$ cat src/verilog/cifr_consts.vh
// Purpose: constants of the can interrupt flag register block
// Assumes: apb slave with 32-bit data, one word per register
// Notes: printed offset 3 is not a multiple of four, so byte address is index*4
`ifndef CIFR_CONSTS_VH
`define CIFR_CONSTS_VH

// ****************************************
// register indices and address width
// ****************************************
`define CIFR_IDX_FLAGS     4'h3
`define CIFR_IDX_ENABLE    4'h4
`define CIFR_IDX_MASK      4'h8
`define CIFR_IDX_STATUS    4'h9
`define CIFR_IDX_SLEEP     4'ha
`define CIFR_ADDR_W        12

// ****************************************
// flag bit positions
// ****************************************
`define CIFR_BIT_BUSF      7
`define CIFR_BIT_ARB       6
`define CIFR_BIT_PASSIVE   5
`define CIFR_BIT_WAKE      4
`define CIFR_BIT_OVR       3
`define CIFR_BIT_WARN      2
`define CIFR_BIT_TXREL     1
`define CIFR_BIT_RX        0

// ****************************************
// reset values and error-passive limit
// ****************************************
`define CIFR_RST_FLAGS     8'h00
`define CIFR_RST_ENABLE    8'h00
`define CIFR_RST_MASK      2'h0
`define CIFR_RST_STATUS    2'h0
`define CIFR_PASSIVE_LIMIT 8'h7f

`endif

$ cat src/verilog/cifr_sync.v
// Purpose: two-flop synchroniser for a vector of pin-side levels
// Assumes: inputs are levels that stay stable for several mclk cycles
// Notes: first stage is read only by the second stage
`timescale 1ns/10ps

module cifr_sync #(
  parameter W = 8
) (
  input  wire         mclk,
  input  wire         arst_n,
  input  wire         ce,
  input  wire [W-1:0] din,
  output reg  [W-1:0] dout
);

  reg [W-1:0] stage1;

  always @(posedge mclk or negedge arst_n)
  begin
    if (!arst_n)
    begin
      stage1 <= {W{1'b0}};
      dout   <= {W{1'b0}};
    end
    else if (ce)
    begin
      stage1 <= din;
      dout   <= stage1;
    end
  end

endmodule // cifr_sync

$ cat src/verilog/cifr_top.v
// Purpose: interrupt flag register of a stand-alone can controller, apb slave
// Assumes: event inputs are one-cycle pulses on mclk; status levels on mclk
// Notes: second interrupt output groups flag and host-error events
//
// Chosen here: the APB interface to the registers.
`timescale 1ns/10ps
`include "cifr_consts.vh"

module cifr_top (
  input  wire        mclk,
  input  wire        arst_n,
  input  wire        ce,
  // apb
  input  wire        psel,
  input  wire        penable,
  input  wire        pwrite,
  input  wire [11:0] paddr,
  input  wire [31:0] pwdata,
  output reg  [31:0] prdata,
  output reg         pready,
  output reg         pslverr,
  // events from the protocol engine, same clock
  input  wire        bus_err_evt,
  input  wire        arb_loss_evt,
  input  wire        bus_activity,
  input  wire        rx_release_cmd,
  input  wire [7:0]  tx_err_cnt,
  input  wire [7:0]  rx_err_cnt,
  input  wire        err_status,
  input  wire        bus_status,
  input  wire        overrun_status,
  input  wire        tx_buf_released,
  input  wire [6:0]  rx_msg_queue_count,
  input  wire        ctrl_busy,
  // pin-side wake line from the transceiver
  input  wire        wake_pin,
  output reg         can_irq_n,
  output reg         sleeping,
  output reg         host_irq
);

  // ****************************************
  // state
  // ****************************************
  reg  [7:1] flags;
  reg  [7:0] enables;
  reg  [1:0] mask;
  reg  [1:0] status;
  reg        rx_hold;
  reg        prev_passive;
  reg        prev_err;
  reg        prev_bus;
  reg        prev_ovr;
  reg        prev_tx;
  wire [0:0] wake_sync;

  wire       passive_now;
  wire       rx_flag;
  wire [7:0] flag_view;
  wire [7:1] set_evt;
  wire       apb_acc;
  wire       wr;
  wire       rd;
  wire       word_ok;
  wire [3:0] idx;
  wire       hit_flags;
  wire       hit_enable;
  wire       hit_mask;
  wire       hit_status;
  wire       hit_sleep;
  wire       mapped;
  wire       sleep_req;
  wire       sleep_refused;
  reg  [1:0] next_status;
  reg  [7:1] next_flags;
  reg  [31:0] rd_word;

  cifr_sync #(
    .W (1)
  ) u_wake_sync (
    .mclk   (mclk),
    .arst_n (arst_n),
    .ce     (ce),
    .din    (wake_pin),
    .dout   (wake_sync)
  );

  // ****************************************
  // apb decode
  // ****************************************
  assign apb_acc    = psel && penable && !pready;
  assign wr         = apb_acc && pwrite;
  assign rd         = apb_acc && !pwrite;
  assign word_ok    = (paddr[1:0] == 2'h0) && (paddr[11:6] == 6'h00);
  assign idx        = paddr[5:2];
  assign hit_flags  = word_ok && (idx == `CIFR_IDX_FLAGS);
  assign hit_enable = word_ok && (idx == `CIFR_IDX_ENABLE);
  assign hit_mask   = word_ok && (idx == `CIFR_IDX_MASK);
  assign hit_status = word_ok && (idx == `CIFR_IDX_STATUS);
  assign hit_sleep  = word_ok && (idx == `CIFR_IDX_SLEEP);
  assign mapped     = hit_flags | hit_enable | hit_mask | hit_status | hit_sleep;

  // ****************************************
  // event detection
  // ****************************************
  assign passive_now = (tx_err_cnt > `CIFR_PASSIVE_LIMIT) ||
                       (rx_err_cnt > `CIFR_PASSIVE_LIMIT);

  assign sleep_req     = wr && hit_sleep && pwdata[0] && !sleeping;
  assign sleep_refused = sleep_req && (ctrl_busy || !can_irq_n);

  assign set_evt[`CIFR_BIT_BUSF]    = bus_err_evt && enables[`CIFR_BIT_BUSF];
  assign set_evt[`CIFR_BIT_ARB]     = arb_loss_evt && enables[`CIFR_BIT_ARB];
  assign set_evt[`CIFR_BIT_PASSIVE] = (passive_now != prev_passive) &&
                                      enables[`CIFR_BIT_PASSIVE];
  assign set_evt[`CIFR_BIT_WAKE]    = enables[`CIFR_BIT_WAKE] &&
                                      ((sleeping && (bus_activity || wake_sync[0])) ||
                                       sleep_refused);
  assign set_evt[`CIFR_BIT_OVR]     = overrun_status && !prev_ovr &&
                                      enables[`CIFR_BIT_OVR];
  assign set_evt[`CIFR_BIT_WARN]    = ((err_status != prev_err) ||
                                       (bus_status != prev_bus)) &&
                                      enables[`CIFR_BIT_WARN];
  assign set_evt[`CIFR_BIT_TXREL]   = tx_buf_released && !prev_tx &&
                                      enables[`CIFR_BIT_TXREL];

  assign rx_flag   = (rx_msg_queue_count != 7'h00) && enables[`CIFR_BIT_RX] &&
                     !rx_hold;
  assign flag_view = {flags, rx_flag};

  always @*
  begin
    next_flags = ((rd && hit_flags) ? 7'h00 : flags) | set_evt;
    next_status = status;
    if (wr && hit_status)
    begin
      next_status = status & ~pwdata[1:0];
    end
    next_status = next_status | {sleep_refused, set_evt != 7'h00};
  end

  always @*
  begin
    rd_word = 32'h0000_0000;
    if (hit_flags)
    begin
      rd_word[7:0] = flag_view;
    end
    else if (hit_enable)
    begin
      rd_word[7:0] = enables;
    end
    else if (hit_mask)
    begin
      rd_word[1:0] = mask;
    end
    else if (hit_status)
    begin
      rd_word[1:0] = status;
    end
    else if (hit_sleep)
    begin
      rd_word[0] = sleeping;
    end
  end

  // ****************************************
  // registers
  // ****************************************
  always @(posedge mclk or negedge arst_n)
  begin
    if (!arst_n)
    begin
      flags        <= 7'h00;
      enables      <= `CIFR_RST_ENABLE;
      mask         <= `CIFR_RST_MASK;
      status       <= `CIFR_RST_STATUS;
      rx_hold      <= 1'b0;
      prev_passive <= 1'b0;
      prev_err     <= 1'b0;
      prev_bus     <= 1'b0;
      prev_ovr     <= 1'b0;
      prev_tx      <= 1'b1;
      sleeping     <= 1'b0;
      prdata       <= 32'h0000_0000;
      pready       <= 1'b0;
      pslverr      <= 1'b0;
      can_irq_n    <= 1'b1;
      host_irq     <= 1'b0;
    end
    else if (ce)
    begin
      flags        <= next_flags;
      status       <= next_status;
      rx_hold      <= rx_release_cmd;
      prev_passive <= passive_now;
      prev_err     <= err_status;
      prev_bus     <= bus_status;
      prev_ovr     <= overrun_status;
      prev_tx      <= tx_buf_released;
      pready       <= apb_acc;
      pslverr      <= apb_acc && !mapped;
      if (rd)
      begin
        prdata <= rd_word;
      end
      if (wr && hit_enable)
      begin
        enables <= pwdata[7:0];
      end
      if (wr && hit_mask)
      begin
        mask <= pwdata[1:0];
      end
      // wake clears sleep; refused request never enters sleep
      if (sleeping && (bus_activity || wake_sync[0]))
      begin
        sleeping <= 1'b0;
      end
      else if (wr && hit_sleep)
      begin
        sleeping <= pwdata[0] && !sleep_refused;
      end
      can_irq_n <= !((next_flags != 7'h00) ||
                     ((rx_msg_queue_count != 7'h00) && !rx_release_cmd &&
                      ((wr && hit_enable) ? pwdata[`CIFR_BIT_RX] :
                       enables[`CIFR_BIT_RX])));
      host_irq  <= (next_status & mask) != 2'h0;
    end
  end

endmodule // cifr_top
$ cat config.mk
export PLATFORM = sky130hd
export DESIGN_NAME = cifr_top
export DESIGN_NICKNAME = d
export VERILOG_FILES = /design/src/verilog/cifr_sync.v /design/src/verilog/cifr_top.v
export VERILOG_INCLUDE_DIRS = /design/src /design/src/verilog
export SDC_FILE = /design/constraint.sdc
export NUM_CORES = 1
export LEC_CHECK = 0
export ABC_AREA = 1
export BUFFER_PORTS_ARGS = -buffer_cell sky130_fd_sc_hd__buf_4
export CAP_MARGIN = 20
export CORE_MARGIN = 2
export CORE_UTILIZATION = 41
export CTS_CLUSTER_SIZE = 14
export DETAILED_ROUTE_END_ITERATION = 8
export PLACE_DENSITY = 0.87
export SLEW_MARGIN = 20
export SYNTH_ARGS = -nofsm -noshare
export SYNTH_HDL_FRONTEND = slang
export SYNTH_HIERARCHICAL = 1
export SYNTH_SLANG_ARGS = --single-unit
$ cat constraint.sdc
create_clock -name mclk -period 1.4 [get_ports mclk]
set_input_delay 0.21 -clock mclk [delete_from_list [all_inputs] [get_ports mclk]]
set_output_delay 0.21 -clock mclk [all_outputs]
set_load 0.005 [all_outputs]
==> impl_metrics.ini <==
[status]
outcome = complete, but fails checks
violations = setup timing

[floorplanning]
start_util = 0.425
fp.coreArea_sq_mm = 0.00554
rows = 27
die-area_sq_mm = 0.00637
die_y_um = 79.8
ios = 120
die_w_um = 79.8

[routing]
finalWirelength_um = 5220
drt-vias-per-instance = 4.66
wl_per_cell_um = 11.7
drc_errors = 0
firstDrtPassIters = 4
vias = 2083
drt_iter0_drc = 141
antenna_left = 0

[timing]
final_hold_viol_count = 0
fmax_ghz = 0.703
period_share = 1.02
worst_slack_ns = -0.0223
tightest_slew_ns = 0.504
maxSlewViolCount = 0
skew_ns = 0.00973
hold_slack_ns = 0.116
tns_ns = -0.0324
slew_headroom = 0.664
rsz0062_at_grt = yes
fin_crit_ns = 1.42
setup_violations = 2

[finish]
mostFrequentLayoutCell = nand2_1
insertedDiodeCount = 0
layout.cells.non_filler = 447
drive_above_1_share = 0.315
finalInstanceArea_sq_mm = 0.00303
final_cell_mix = nand2_1 (82), buf_4 (71), dfrtp_1 (38)
nNetsFinal = 457
fill_cells = 506
area_growth_pct = 28.7
fin_util = 0.547

[global_routing]
grt_pass1_wl_um = 8580
grt.total_usage = 0.170
antenna_found_initial = 0
grt_pass1_vias = 1972
grt_start_max_net_pins = 41
grt-ovfl-total = 0

[power]
p_per_area_mw_per_mm2 = 892
p_leak_uw = 0.00163
ir_drop_mv = 0.494

[yosys]
ys.warnings.count = 6
yosysTopAreaCellShare = 0.403
ys_seq_area_frac = 0.426
synth_area_leaders = dfrtp_1 (40%), nand2_1 (13%), buf_4 (8.0%), inv_1 (4.8%), nor2_1 (4.6%)
synth_area_sq_mm = 0.00236
netlist-cell-type-count = 37
yosys.area.top_type = dfrtp_1
syn_inst = 302
synth_area_per_cell_sq_um = 7.81
yosys_register_bits = 40

[setup_path]
crit_buf_inv = 2
path_common_cell = inv_2
cp_max_fo = 3
slowest_delay_ns = 0.39
cpMaxStageDelayCell = dfrtp_1
cp-start-kind = flop
worstPathArrival_ns = 1.60
crit_chain = inv_2 -> nand3_4 -> nor2_2 -> inv_2 -> nor2_4 -> nand2_2 -> mux2_4
crit_family = simple AND/OR/NAND/NOR gates
worstSetupPathType = reg2reg
cp-end-kind = flop
worst-endpoint-required_ns = 1.58

[place]
gp_congestion = 0.936
portBuffers = 57
placedCellCount = 435
hpwlAfterDp_um = 4030
dpl_cell_area_sq_mm = 0.00283

[cts]
cts_tree = done
h-tree-depth = 2
numCtsBuffers = 5
clkSinkCount = 40
clk_pin_slew_ns = 0.08
ctsRootBufferMaster = clkbuf_8
clkLatencyLatePin_ns = 0.29
cts_buffer_depth = 2

[hold_path]
worst_hold_path_type = in2reg

[job]
maxCapViolations = 0
## cells in the mapped netlist
master     number
dfrtp_1        38
nor2_1         29
nor3_2          1
nand2_4         2
clkbuf_1        3
and2_4          1
dfstp_2         2
nand3_1        11
nand2_2         2
o2111ai_1       1
mux2i_1         5
o31ai_1         2
nor2_8          1
a21oi_2         1
nor2_4          3
buf_6           1
or2_4           1
buf_2           1
inv_1          30
a31oi_1         6
o21ai_0        14
mux2_4          1
inv_2           3
o211ai_1        1
a21oi_1         7
conb_1          1
xnor2_1         2
nand2_1        84
nor2_2          4
nand3_4         1
nor3_1          4
buf_4          25
o21ai_1         5
nand4_1         4
clkinv_4        1
or2_2           1
a21boi_1        3
## registers in the layout, summed over array words and instances (netlist names)
register,count
can_irq_n,1
enables,8
flags,7
host_irq,1
mask,2
prdata,8
pready,1
prev_bus,1
prev_err,1
prev_ovr,1
prev_passive,1
prev_tx,1
pslverr,1
rx_hold,1
sleeping,1
status,2
u_wake_sync/dout,1
u_wake_sync/stage1,1
## stage by stage
step / power (uW) / worst slack (ns)
floorplan: 1600 / 0.0466
global placement: 1830 / -0.0823
detailed placement: 1850 / -0.115
CTS: 2700 / -0.000870
global route: 2860 / -0.137
finish: 2700 / -0.0223
## worst register-to-register path, cell delays in order, from the launching register on
cell,delay [ns]
dfrtp_1,0.39
inv_2,0.08
nand3_4,0.10
nor2_2,0.14
inv_2,0.08
nor2_4,0.13
nand2_2,0.10
mux2_4,0.29
## kinds of logic after synthesis
logic type      share of synthesized area
xor+xnor                          0.00743
flops                               0.426
simple gates                        0.292
other cells                       0.00159
buf+inv                             0.148
mux                                0.0276
compound gates                     0.0977
## metal layers
layer  global-route usage  routed length, um  part of all wire  vias to the layer above
met5                    0                  0                 0                        -
met4               0.0559                132             0.025                        0
met3               0.0441                334             0.064                       16
met2                0.287               2590              0.50                       66
met1                0.211               2160              0.41                      949
li1                     -                  -                 -                     1052
## final timing paths
| check | startpoint | to | slack (ns) | cells after the start |
|---|---|---|---|---|
| setup / recovery | pready$_DFFE_PN0P_ | mask[1]$_DFFE_PN0P_ | -0.02 | 7 |
| hold / removal | pwdata[7] | enables[7]$_DFFE_PN0P_ | 0.12 | 3 |
| setup reg to reg | pready$_DFFE_PN0P_ | mask[1]$_DFFE_PN0P_ | -0.02 | 7 |
| hold reg to reg | prev_tx$_DFFE_PN1P_ | prev_tx$_DFFE_PN1P_ | 0.47 | 2 |
| max in group asynchronous | arst_n | can_irq_n$_DFFE_PN1P_ | 0.60 | 2 |
| min in group asynchronous | arst_n | prdata[6]$_DFFE_PN0P_ | 0.43 | 2 |
## cell type report
type,count,area [sq um],area share
clock buffers,8,100,0.0330
multi-input cells,221,1160,0.384
flip-flops and latches,40,1000,0.331
repair buffers,72,543,0.179
inverters,34,133,0.0437
well taps,72,90.1,0.0297
## where the power goes
group	leakage (uW)	switching (uW)	internal, uW	total [uW]
clock network	0.0000515	391	450	840
logic	0.00108	265	277	542
registers	0.000492	66.1	1260	1320
## what timing repair did
| action | 4_1_cts | 5_1_grt |
|---|---|---|
| endpoints found under the hold margin | 38 | 0 |
| pin swaps | 1 | 11 |
| resized for setup | 11 | 9 |
| buffers inserted | 0 | 3 |
| hold buffers | 1 | 0 |
| setup endpoints to repair | 14 | 20 |
Note: power is estimated with default switching activity, not from simulation.
